[src/hw/egp_pkg.sv]
// package for the eight-pin general-purpose port: offsets, reset values and carriers
// How it works
// - one direction bit per pin in bits 7:0; 0 input, 1 output, reset input.
// - a pin held by its secondary function ignores its direction bit.
// - pin 0 clock-run, pin 1 power override, pins 4/5 serial clock and data.
// - reading the data register returns the live level of every input-mode pin.
// - writing a data bit of an output-mode pin changes the level driven.
// - data writes to input-mode or secondary-function pins are dropped.
// - bits 15:8 of both registers are read-only and read zero.
// - link reset, global reset and power-on reset clear direction and data bits.
// - after power-up the data low byte shows the sampled pin levels.
// - direction register at memory offset 40h and configuration offset B4h, one storage.
// - data register also at configuration offset B6h, same storage and behaviour.
package egp_pkg;

    // ----------------------------------------------------------------
    // register offsets, one map per access path
    // ----------------------------------------------------------------
    localparam logic [7:0]  EGP_MEM_DIR_OFS = 8'h40;
    localparam logic [7:0]  EGP_MEM_DAT_OFS = 8'h42;
    localparam logic [7:0]  EGP_CFG_DIR_OFS = 8'hB4;
    localparam logic [7:0]  EGP_CFG_DAT_OFS = 8'hB6;

    // ----------------------------------------------------------------
    // reset values and fixed read fields
    // ----------------------------------------------------------------
    localparam logic [7:0]  EGP_DIR_RST     = 8'h00;
    localparam logic [7:0]  EGP_DAT_RST     = 8'h00;
    localparam logic [7:0]  EGP_RSVD_RD     = 8'h00;
    localparam logic [15:0] EGP_UNMAP_RD    = 16'h0000;
    localparam logic [7:0]  EGP_PINS_RST    = 8'h00;
    localparam logic [7:0]  EGP_OE_N_RST    = 8'hFF;

    // ----------------------------------------------------------------
    // pins shared with secondary functions
    // ----------------------------------------------------------------
    localparam int          EGP_PIN_CLOCK_RUN_REQUEST  = 0;
    localparam int          EGP_PIN_PWROVR  = 1;
    localparam int          EGP_PIN_SCL     = 4;
    localparam int          EGP_PIN_SDA     = 5;

    // one decoded register hit
    typedef struct packed {
        logic dir;
        logic dat;
    } egp_hit_t;

    // complete state of the port
    typedef struct packed {
        logic [7:0]  dir;
        logic [7:0]  data;
        logic [7:0]  pin_s1;
        logic [7:0]  pin_s2;
        logic        lrst_n_s1;
        logic        lrst_n_s2;
        logic        global_reset_input_n_s1;
        logic        global_reset_input_n_s2;
        logic [7:0]  pin_out;
        logic [7:0]  pin_oe_n;
        logic        ack;
        logic [15:0] rdata;
    } egp_state_t;

endpackage : egp_pkg

[src/hw/egp_gpio.sv]
// eight-pin general-purpose port with dual register views and secondary pin takeover
`timescale 1ns/100ps
module egp_gpio
    import egp_pkg::*;
(
    input  wire logic        MCLK_I,
    input  wire logic        ARST_N_I,
    input  wire logic        LINK_RST_N_I,
    input  wire logic        GLOBAL_RST_N_I,
    input  wire logic        REG_REQ_I,
    input  wire logic        REG_WR_I,
    input  wire logic        REG_CFG_I,
    input  wire logic [7:0]  REG_ADDR_I,
    input  wire logic [15:0] REG_WDATA_I,
    input  wire logic [1:0]  REG_BE_I,
    output logic             REG_ACK_O,
    output logic [15:0]      REG_RDATA_O,
    input  wire logic        CLOCK_RUN_REQUEST_EN_I,
    input  wire logic        POWER_OVERRIDE_EN_I,
    input  wire logic        SERIAL_EN_I,
    input  wire logic [7:0]  SEC_DRV_I,
    input  wire logic [7:0]  SEC_OE_N_I,
    input  wire logic [7:0]  PIN_I,
    output logic [7:0]       PIN_O,
    output logic [7:0]       PIN_OE_N_O,
    output logic [7:0]       PIN_LEVEL_O
);

    // ----------------------------------------------------------------
    // helpers
    // ----------------------------------------------------------------
    // pins currently owned by a secondary function
    function automatic logic [7:0] sec_mask(input logic clock_run_request, input logic pwr, input logic ser);
        logic [7:0] m;
        m = 8'h00;
        m[EGP_PIN_CLOCK_RUN_REQUEST] = clock_run_request;
        m[EGP_PIN_PWROVR] = pwr;
        m[EGP_PIN_SCL]    = ser;
        m[EGP_PIN_SDA]    = ser;
        return m;
    endfunction : sec_mask

    // both access paths land on the same storage
    function automatic egp_hit_t decode(input logic cfg, input logic [7:0] addr);
        egp_hit_t h;
        h.dir = cfg ? (addr == EGP_CFG_DIR_OFS) : (addr == EGP_MEM_DIR_OFS);
        h.dat = cfg ? (addr == EGP_CFG_DAT_OFS) : (addr == EGP_MEM_DAT_OFS);
        return h;
    endfunction : decode

    egp_state_t st;
    egp_state_t nxt_st;
    logic [7:0] sec;
    egp_hit_t   hit;
    logic [7:0] out_mask;
    logic [7:0] level;
    logic       wr_lo;

    // ----------------------------------------------------------------
    // next-state logic
    // ----------------------------------------------------------------
    // one cycle of latency on every access keeps the read mux off the bus path
    always_comb begin
        nxt_st    = st;
        sec       = sec_mask(CLOCK_RUN_REQUEST_EN_I, POWER_OVERRIDE_EN_I, SERIAL_EN_I);
        hit       = decode(REG_CFG_I, REG_ADDR_I);
        out_mask  = st.dir & ~sec;
        wr_lo     = REG_REQ_I & REG_WR_I & REG_BE_I[0];
        // input or secondary pins show the pin, output pins the stored value
        level     = (out_mask & st.data) | (~out_mask & st.pin_s2);

        // two-stage pin and reset synchronisers
        nxt_st.pin_s1    = PIN_I;
        nxt_st.pin_s2    = st.pin_s1;
        nxt_st.lrst_n_s1 = LINK_RST_N_I;
        nxt_st.lrst_n_s2 = st.lrst_n_s1;
        nxt_st.global_reset_input_n_s1 = GLOBAL_RST_N_I;
        nxt_st.global_reset_input_n_s2 = st.global_reset_input_n_s1;

        // register writes; upper byte lane is reserved and dropped
        if (wr_lo && hit.dir) begin
            nxt_st.dir = REG_WDATA_I[7:0];
        end
        if (wr_lo && hit.dat) begin
            nxt_st.data = (st.data & ~out_mask) | (REG_WDATA_I[7:0] & out_mask);
        end

        // link or global reset wins over a write in the same cycle
        if (!st.lrst_n_s2 || !st.global_reset_input_n_s2) begin
            nxt_st.dir  = EGP_DIR_RST;
            nxt_st.data = EGP_DAT_RST;
        end

        // read answer; writes and unmapped reads return zero
        nxt_st.ack   = REG_REQ_I;
        nxt_st.rdata = EGP_UNMAP_RD;
        if (REG_REQ_I && !REG_WR_I) begin
            if (hit.dir) begin
                nxt_st.rdata = {EGP_RSVD_RD, st.dir};
            end else if (hit.dat) begin
                nxt_st.rdata = {EGP_RSVD_RD, level};
            end
        end

        // pin drive: secondary function owns its pins outright
        nxt_st.pin_oe_n = (sec & SEC_OE_N_I) | (~sec & ~st.dir);
        nxt_st.pin_out  = (sec & SEC_DRV_I) | (~sec & st.data);
    end

    // ----------------------------------------------------------------
    // state register
    // ----------------------------------------------------------------
    // power-on reset clears everything except the output enables, which reset high so pins float as inputs
    always_ff @(posedge MCLK_I or negedge ARST_N_I) begin
        if (!ARST_N_I) begin
            st.dir       <= EGP_DIR_RST;
            st.data      <= EGP_DAT_RST;
            st.pin_s1    <= EGP_PINS_RST;
            st.pin_s2    <= EGP_PINS_RST;
            st.lrst_n_s1 <= 1'b0;
            st.lrst_n_s2 <= 1'b0;
            st.global_reset_input_n_s1 <= 1'b0;
            st.global_reset_input_n_s2 <= 1'b0;
            st.pin_out   <= EGP_PINS_RST;
            st.pin_oe_n  <= EGP_OE_N_RST;
            st.ack       <= 1'b0;
            st.rdata     <= EGP_UNMAP_RD;
        end else begin
            st <= nxt_st;
        end
    end

    // ----------------------------------------------------------------
    // outputs, all straight from flops
    // ----------------------------------------------------------------
    assign REG_ACK_O   = st.ack;
    assign REG_RDATA_O = st.rdata;
    assign PIN_O       = st.pin_out;
    assign PIN_OE_N_O  = st.pin_oe_n;
    assign PIN_LEVEL_O = st.pin_s2;

    logic [1:0] past_ok;
    always_ff @(posedge MCLK_I or negedge ARST_N_I) begin
        if (!ARST_N_I) begin
            past_ok <= 2'b00;
        end else begin
            past_ok <= {past_ok[0], 1'b1};
        end
    end
endmodule : egp_gpio

[config.mk]
export PLATFORM = sky130hd
export DESIGN_NAME = egp_gpio
export DESIGN_NICKNAME = d
export VERILOG_FILES = /design/src/hw/egp_pkg.sv /design/src/hw/egp_gpio.sv
export SDC_FILE = /design/constraint.sdc
export NUM_CORES = 1
export LEC_CHECK = 0
export ABC_AREA = 1
export BUFFER_PORTS_ARGS = -buffer_cell sky130_fd_sc_hd__buf_2
export CELL_PAD_IN_SITES_DETAIL_PLACEMENT = 2
export CELL_PAD_IN_SITES_GLOBAL_PLACEMENT = 2
export CORE_ASPECT_RATIO = 0.6
export CORE_UTILIZATION = 30
export CTS_BUF_LIST = sky130_fd_sc_hd__clkbuf_4
export DETAILED_ROUTE_END_ITERATION = 6
export GPL_TIMING_DRIVEN = 1
export PLACE_DENSITY = 0.86
export SLEW_MARGIN = 20
export SYNTH_ARGS = -nofsm -noshare
export SYNTH_HDL_FRONTEND = slang
export SYNTH_SLANG_ARGS = --single-unit
[constraint.sdc]
create_clock -name MCLK_I -period 1.85 [get_ports MCLK_I]
set_clock_uncertainty 0.1 [all_clocks]
set_input_delay 0.37 -clock MCLK_I [delete_from_list [all_inputs] [get_ports MCLK_I]]
set_output_delay 0.37 -clock MCLK_I [all_outputs]
set_load 0.01 [all_outputs]
# Yosys cells after proc, flatten, opt, wreduce, memory -nomap -nowiden
# Cells that the tools add are included.
# word_totals
register_bits	69
input_bits	60
out_inout_bits	41
wordCells	51
# op_classes
eq_ne	4
mux	8
bitwise	18
reduce_logical	9
# ops
operator	count
$and A8 B8 Y8	7
$mux W8	5
$or A8 B8 Y8	4
$and A6 B8 Y8	2
$eq A8 B7 Y1 const B	2
$eq A8 B8 Y1 const B	2
$mux W16	1
$not A8 Y8	2
$not A6 Y8	1
$reduce_bool A2 Y1	2
$logic_and A1 B1 Y1	3
$logic_not A1 Y1	3
$and A1 B1 Y1	2
$mux W1	2
$logic_or A1 B1 Y1	1

# Longest topological paths before layout
# Gate-level depths: netlist (run 1).
# logic_depth
depth_word	8
mapped_depth	9
depth_no_buf	8

# Worst setup path after synthesis (run 1)
# OpenSTA, ideal clock, no wires.
# synth_path
path_kind	input port to flip-flop
start	input REG_ADDR_I[1]
end	register st, in the netlist REG_RDATA_O[0]
setup_time_ns	0.120
arrival_time_ns	1.174
t_required_ns	1.630
slack_ns	0.456
path_stages	6
path_buffers	1
cell_sequence	or2_1 > nor2_4 > nand2_2 > buf_6 > o21ai_0 > nor2_1
# synth_lines
item	line	source
start: declaration	egp_gpio.sv:13	input wire logic [7:0] REG_ADDR_I,
end signal: assignment	egp_gpio.sv:129	st <= nxt_st;
end: declaration	egp_gpio.sv:51	egp_state_t st;

# Final worst setup path (run 1)
# layout_path
start	input REG_REQ_I
end	register st[57] in the netlist's numbering
# layout_between
elab_chain_cells	4
# layout_rtl
item	line	source
start: declaration	egp_gpio.sv:10	input wire logic REG_REQ_I,
$and A1 B1 Y1 (2 in series)	egp_gpio.sv:68	wr_lo = REG_REQ_I & REG_WR_I & REG_BE_I[0];
$logic_and A1 B1 Y1	egp_gpio.sv:84	if (wr_lo && hit.dat) begin
$reduce_bool A2 Y1 (no line)	n/a	
# Every way passes these cells.
# A chain may end at the register's enable or synchronous reset.

==> results of run 1 <==
==> worst max path at each step <==
stage / start / end / slack [ns] / cells past startpoint
3_5_place_dp: REG_CFG_I / st[53] / 0.15 / 8
2_1_floorplan: REG_ADDR_I[1] / REG_RDATA_O[0] / 0.46 / 6
4_1_cts: PIN_OE_N_O[5] / PIN_OE_N_O[5] / 0.25 / 1
5_1_grt: REG_REQ_I / st[53] / 0.23 / 7
6_report: REG_REQ_I / st[57] / 0.28 / 7
3_3_place_gp: REG_CFG_I / REG_RDATA_O[5] / 0.20 / 7
==> power by group <==
part | leakage (uW) | switching [uW] | total (uW) | internal, uW
combinational | 0.000848 | 127 | 217 | 89.6
clock | 0.0000638 | 476 | 783 | 307
sequential | 0.000772 | 10.2 | 1380 | 1370
==> cell type report <==
type / count / area (sq um)
Fill cell: 1000 / 5430
Inverter: 25 / 93.8
Tap cell: 112 / 140
Sequential cell: 61 / 1540
Clock inverter: 4 / 16.3
Clock buffer: 12 / 90.1
Timing Repair Buffer: 93 / 553
Multi-Input combinational cell: 160 / 791
==> cell usage after synthesis <==
cell / instances
buf_6: 2
or2_1: 1
nor2_4: 2
nand2_2: 3
clkinv_1: 1
a211oi_1: 1
a21oi_1: 8
nand2_1: 69
o21ai_0: 14
conb_1: 1
o21a_1: 4
nand3_1: 26
dfrtp_1: 53
nand3_4: 3
inv_2: 1
a21boi_0: 1
or2_2: 1
nor2_2: 1
buf_2: 1
buf_4: 40
nor2_1: 15
dfstp_2: 8
inv_1: 23
and3_2: 1
nor2_8: 2
==> worst max-delay path, delay by kind of cell <==
family,cells,cell delay [ns]
buffers and inverters,2,0.64
and+or+nand+nor,5,0.82
==> cell usage in the layout, fill, tap and decap left out, types with 4 or more instances in the layout <==
cell,instances
nor2_1,15
dfrtp_1,53
o21a_1,4
dlygate4sd3_1,12
nand2_1,69
inv_1,23
clkinv_1,4
dfstp_2,8
nand3_1,26
clkbuf_4,12
buf_4,5
conb_1,8
buf_2,75
o21ai_0,14
a21oi_1,8
==> repair_timing <==
item / CTS / global route
endpoints found under the hold margin: 64 / 0
setup endpoints to repair: 0 / 0
hold buffers: 12 / 0
==> per-stage QoR <==
| step | utilization | area, sq um |
|---|---|---|
| 6_report | 0.372 | 3220 |
| 2_1_floorplan | - | 2750 |
| 3_5_place_dp | 0.346 | 2990 |
| 4_1_cts | 0.372 | 3220 |
| 5_1_grt | 0.372 | 3220 |
| 3_3_place_gp | 0.346 | 2990 |
==> sequential cells by signal, summed over array words and instances (netlist names) <==
| name | cells |
|---|---|
| REG_RDATA_O | 8 |
| PIN_LEVEL_O | 8 |
| nxt_st | 10 |
| REG_ACK_O | 1 |
| PIN_O | 8 |
| PIN_OE_N_O | 8 |
| st | 18 |
==> kinds of logic after synthesis <==
group	Yosys count
other cells	1
flops	61
buf+inv	68
compound gates	28
simple gates	124
==> metal layers <==
metal,wire length (um),part of all wire
met1,3250,0.46
met2,3330,0.47
met3,449,0.063
met4,67,0.0094
met5,0,0
==> key figures, run 1 <==
Run status
  – Status: complete, but fails checks
  – Failing checks: design-rule violations

Routing
  – TritonRoute pass-1 iters: 6
  – DR vias: between 2000 and 2500
  – Vias/cell: 4.41
  – Antenna-violating nets left: 0
  – Drt wl/cell: between 15 and 20 um
  – DRC: 14
  – Final wirelength: approximately 7100 um
  – Initial drt markers: 81

Clock tree
  – Number of buffers created by CTS: 9
  – CTS tree: done
  – Reg clk slew, reported paths: 0.09 ns
  – Clock Sinks: just over 60
  – Setup bufs post-CTS: 0
  – CTS root buf: clkbuf_4
  – Worst-skew pair later-pin latency: 0.42 ns
  – H-tree lvl count: 3
  – CTS Buffer Depth: 2
  – Resized Gates After CTS: 0

Min path
  – Worst hold path class: primary input to flop
  – Hold Startpoint: SEC_OE_N_I[4]
  – Worst hold stages: 2
  – Worst Hold End: PIN_OE_N_O[4]

Power
  – LEAKAGE: 0.00168 uW
  – Tot Pwr: between 2000 and 2500 uW
  – Pwr Density: between 700 and 800 nW/um^2
  – Peak supply drop: roughly 0.44 mV

Critical path
  – Worst R2R Setup Slack: about 0.39 ns
  – Crit-path slowest cell: dlygate4sd3_1
  – Worst reg-to-reg path cell count: 4
  – Worst r2r dst: st[63]
  – Critical Path AT: approximately 1.8 ns
  – Worst path most repeated cell: nand2_1
  – R2r startpoint: st[35]
  – CP Data Required Time: roughly 2.1 ns
  – CP Max Fanout: 10
  – Critical-path cell list: dlygate4sd3_1 -> buf_2 -> and3_2 -> nand3_4 -> nor2_8 -> nand2_1 -> nand2_1
  – CP startpoint kind: primary input
  – Critical path class: primary input to flop
  – Worst Setup End Kind: flop
  – Worst path max stage delay: between 0.5 and 0.6 ns

Floorplanning
  – Initial Util: 0.315
  – Die X: about 120 um
  – Row count: 26
  – Ports: around 100
  – DIE AREA: approximately 9500 sq um
  – DIE HEIGHT: between 70 and 80 um
  – Placeable core area: just under 9000 sq um

Synth
  – Mean Syn Cell Area: between 9 and 10 sq um
  – Count of cell types in the netlist: 25
  – Post-synthesis mux area share: 0
  – Yosys Warn Count: 0
  – Post-synthesis compound-gate area fraction: 0.0570
  – Largest family of logic cells by synthesized area: simple AND/OR/NAND/NOR gates
  – Cell taking the most area after synthesis: dfrtp_1
  – Synth Area in XOR/XNOR: 0
  – Syn Inst Count: roughly 280
  – Mapped Area: 2720 sq um
  – Simple-Gate Fraction of Synth Area: 0.222
  – Synth top area share: 0.487
  – FF+latch count, synth: 61
  – Seq/Total Area, Yosys: 0.564
  – Top cells by area, synth: dfrtp_1 49%, buf_4 11%, nand2_1 9.5%, dfstp_2 7.7%, nand3_1 4.8%
  – Synth Area in Adders: 0

GRT
  – Tot GR Track Use: 0.164
  – Global-route met1 utilization: 0.195
  – GR peak layer: met2
  – Antenna violations before repair: 0
  – First-pass GRT wire length: 11200 um
  – Met3 Usage GRT: 0.0618
  – Largest net degree at the start of global routing: between 60 and 70
  – Vias in the first global route: roughly 2200
  – Met2 Resource Use GR: 0.277
  – GR Overflow Total: 0

Placed design
  – Inst Count DP: 439
  – Pre-CTS WS: between 0.1 and 0.15 ns
  – Final GP Congestion: 0.733
  – Buffers on Ports: 75
  – Post-DP HPWL: slightly above 5000 um

STA
  – Fmax: roughly 0.63 GHz
  – Final setup fails: 0
  – Relative slew margins: 0.642
  – Final period util: 0.851
  – Period minus WS final: around 1.6 ns
  – Fin. Hold Viols: 0
  – Worst Slack Setup Final: between 0.2 and 0.3 ns
  – Hold Slack: between 0.05 and 0.06 ns
  – Setup TNS: 0 ns
  – Pins over their slew limit: 0
  – RSZ-0062 raised after global routing: false
  – Pin slew with the least headroom to its limit: roughly 0.53 ns

Layout
  – Antenna diode count: 0
  – Cell Count, Final, Fillers Out: 467
  – Layout cells sized above 1: 0.327
  – Area grow syn2layout: 18.3%
  – Layout Nets: between 400 and 500

Flow run
  – Max-cap violation count: 0
Note: power is estimated with default switching activity, not from simulation.
==> run 2, diff against run 1 <==
--- a/config.mk
+++ b/config.mk
@@ -11,7 +11,7 @@
 export CELL_PAD_IN_SITES_GLOBAL_PLACEMENT = 2
 export CORE_ASPECT_RATIO = 0.6
 export CORE_UTILIZATION = 30
-export CTS_BUF_LIST = sky130_fd_sc_hd__clkbuf_4
+export CTS_BUF_LIST = sky130_fd_sc_hd__clkbuf_2 sky130_fd_sc_hd__clkbuf_4 sky130_fd_sc_hd__clkbuf_8
 export DETAILED_ROUTE_END_ITERATION = 6
 export GPL_TIMING_DRIVEN = 1
 export PLACE_DENSITY = 0.86
==> run 2 against run 1 <==
The run still ends with design-rule violations left. Count of clock-buffer cells in the layout up 3. Sequential share of layout area up 0.056 points. Combinational power down 7%. Global-route usage down 0.22 points. Worst hold slack worse by 0.032 ns. Sequential power about the same. Via count down 2.1%. Largest power group unchanged.
==> key figures, run 2 (synthesis results as in run 1) <==
Critical path
  – Critical-path cell list: buf_2
  – Worst R2R Setup Slack: roughly 0.39 ns
  – CP Data Required Time: 1.38 ns
  – Worst r2r dst: st[63]
  – R2r startpoint: st[35]
  – Critical Path End: PIN_OE_N_O[6]
  – Worst path max stage delay: 0.53 ns
  – CP startpoint kind: flop
  – CP Max Fanout: 1
  – Worst Setup End Kind: primary output
  – Crit path depth: 1
  – CP startpoint: PIN_OE_N_O[6]
  – Critical path class: flop to primary output
  – Worst reg-to-reg path cell count: 4
  – Crit-path slowest cell: dfstp_2
  – Critical Path AT: around 1 ns
  – Cell family with the largest share of critical-path delay: flip-flops
  – Buf/Inv on CP: 1

STA
  – Fmax: just under 0.7 GHz
  – Hold Slack: 0.0244 ns
  – Setup TNS: 0 ns
  – Pins over their slew limit: 0
  – Final period util: 0.790
  – Relative slew margins: 0.638
  – Pin slew with the least headroom to its limit: between 0.5 and 0.6 ns
  – Final setup fails: 0
  – Fin. Hold Viols: 0
  – Period minus WS final: around 1.5 ns
  – RSZ-0062 raised after global routing: false

Clock tree
  – Number of buffers created by CTS: 9
  – CTS Buffer Depth: 2
  – Clock Sinks: slightly above 60
  – CTS root buf: clkbuf_8
  – H-tree lvl count: 3
  – Worst-skew pair later-pin latency: about 0.35 ns
  – CTS tree: done
  – Reg clk slew, reported paths: approximately 0.07 ns

Floorplanning
  – Placeable core area: just under 9000 sq um
  – Die X: 125 um
  – Initial Util: 0.315
  – Ports: 101
  – DIE AREA: about 9500 sq um
  – Row count: 26
  – DIE HEIGHT: roughly 76 um

Layout
  – Area grow syn2layout: 18.2%
  – Register area: 1540 sq um
  – Top reg by flops: st
  – Post-layout instance area: 3220 sq um
  – Fillers: around 1000
  – Commonest non-fill, non-tap cells in the layout: 75 x buf_2, 69 x nand2_1, 53 x dfrtp_1
  – Cell Count, Final, Fillers Out: about 460
  – Max reg flops: 18
  – Antenna diode count: 0
  – Footprint of the multi-input gates: roughly 790 sq um
  – Layout cells sized above 1: 0.344
  – Most common cell after layout, fill and taps aside: buf_2
  – Layout Nets: 401

Run status
  – Status: complete, but fails checks
  – Failing checks: design-rule violations

Routing
  – Final wirelength: roughly 7000 um
  – Vias/cell: 4.40
  – Antenna-violating nets left: 0
  – Drt wl/cell: approximately 15 um
  – Initial drt markers: between 90 and 100
  – DR vias: about 2000
  – DRC: 14
  – TritonRoute pass-1 iters: 6

Placed design
  – Inst Count DP: 439
  – Post-DP HPWL: between 5000 and 6000 um
  – Buffers on Ports: between 70 and 80
  – Final GP Congestion: 0.733
  – Post-DP Area: between 2000 and 3000 sq um

GRT
  – Vias in the first global route: 2150
  – GR Overflow Total: 0
  – Largest net degree at the start of global routing: just over 60
  – Antenna violations before repair: 0
  – First-pass GRT wire length: around 11000 um
  – Tot GR Track Use: 0.162

Min path
  – Worst hold path class: primary input to flop

Power
  – Internal power: 2090 uW
  – Peak supply drop: 0.363 mV
  – Switch Pwr: roughly 650 uW
  – Seq pwr share: 0.505
  – Logic pwr share: 0.073
  – LEAKAGE: 0.00169 uW
  – Sw Ratio: 0.237
  – Clk network pwr share: 0.422
  – Pwr Density: about 850 nW/um^2

Flow run
  – Max-cap violation count: 0
==> run 2: cell count changes in the layout (fill, tap and decap cells not counted) <==
cell           previous run  this run
clkbuf_8                  0        12
dlygate4sd3_1            12         3
clkinv_1                  4         1
clkbuf_4                 12         3
==> run 2: layout make-up <==
type / instances / area share
Clock inverter: 1 / 0.00156
Tap cell: 112 / 0.0436
Clock buffer: 15 / 0.0583
Inverter: 25 / 0.0292
Multi-Input combinational cell: 160 / 0.246
Sequential cell: 61 / 0.478
Timing Repair Buffer: 84 / 0.144
==> run 2: worst min path at each step <==
stage                    start              to  slack, ns  depth (start not counted)
floorplan             ARST_N_I  PIN_LEVEL_O[0]      -0.03                          0
CTS                   PIN_I[6]      nxt_st[43]      0.002                          1
finish                PIN_I[6]      nxt_st[43]       0.02                          1
global route          PIN_I[5]      nxt_st[42]      0.003                          1
global placement    nxt_st[40]  PIN_LEVEL_O[3]       0.23                          0
detailed placement  nxt_st[44]  PIN_LEVEL_O[7]       0.24                          0
==> run 2: repair_timing <==
item                                   4_1_cts  5_1_grt
hold buffers                                 2        1
buffers inserted                             0        0
resized for setup                            0        0
setup endpoints to repair                    0        0
endpoints found under the hold margin       54        1
==> run 2: power by group through the flow <==
stage	Sequential, uW	Clock, uW	Combinational [uW]
finish	1380	1150	201
global route	1380	1230	225
CTS	1380	1190	205
detailed placement	1400	0	201
global placement	1400	0	193
floorplan	1400	0	112
==> run 2: metrics by stage <==
step	utilization	worst slack (ns)	total power, uW
floorplan	-	0.456	1520
global placement	0.346	0.197	1600
detailed placement	0.346	0.146	1610
CTS	0.371	0.342	2780
global route	0.372	0.278	2840
finish	0.372	0.388	2730
==> run 2: per-layer routing <==
| layer | wire, um | vias to the layer above | GRT usage |
|---|---|---|---|
| li1 | - | 957 | - |
| met1 | 3210 | 992 | 0.198 |
| met2 | 3240 | 58 | 0.264 |
| met3 | 473 | 8 | 0.0639 |
| met4 | 59 | 0 | 0.0610 |
| met5 | 0 | - | 0 |
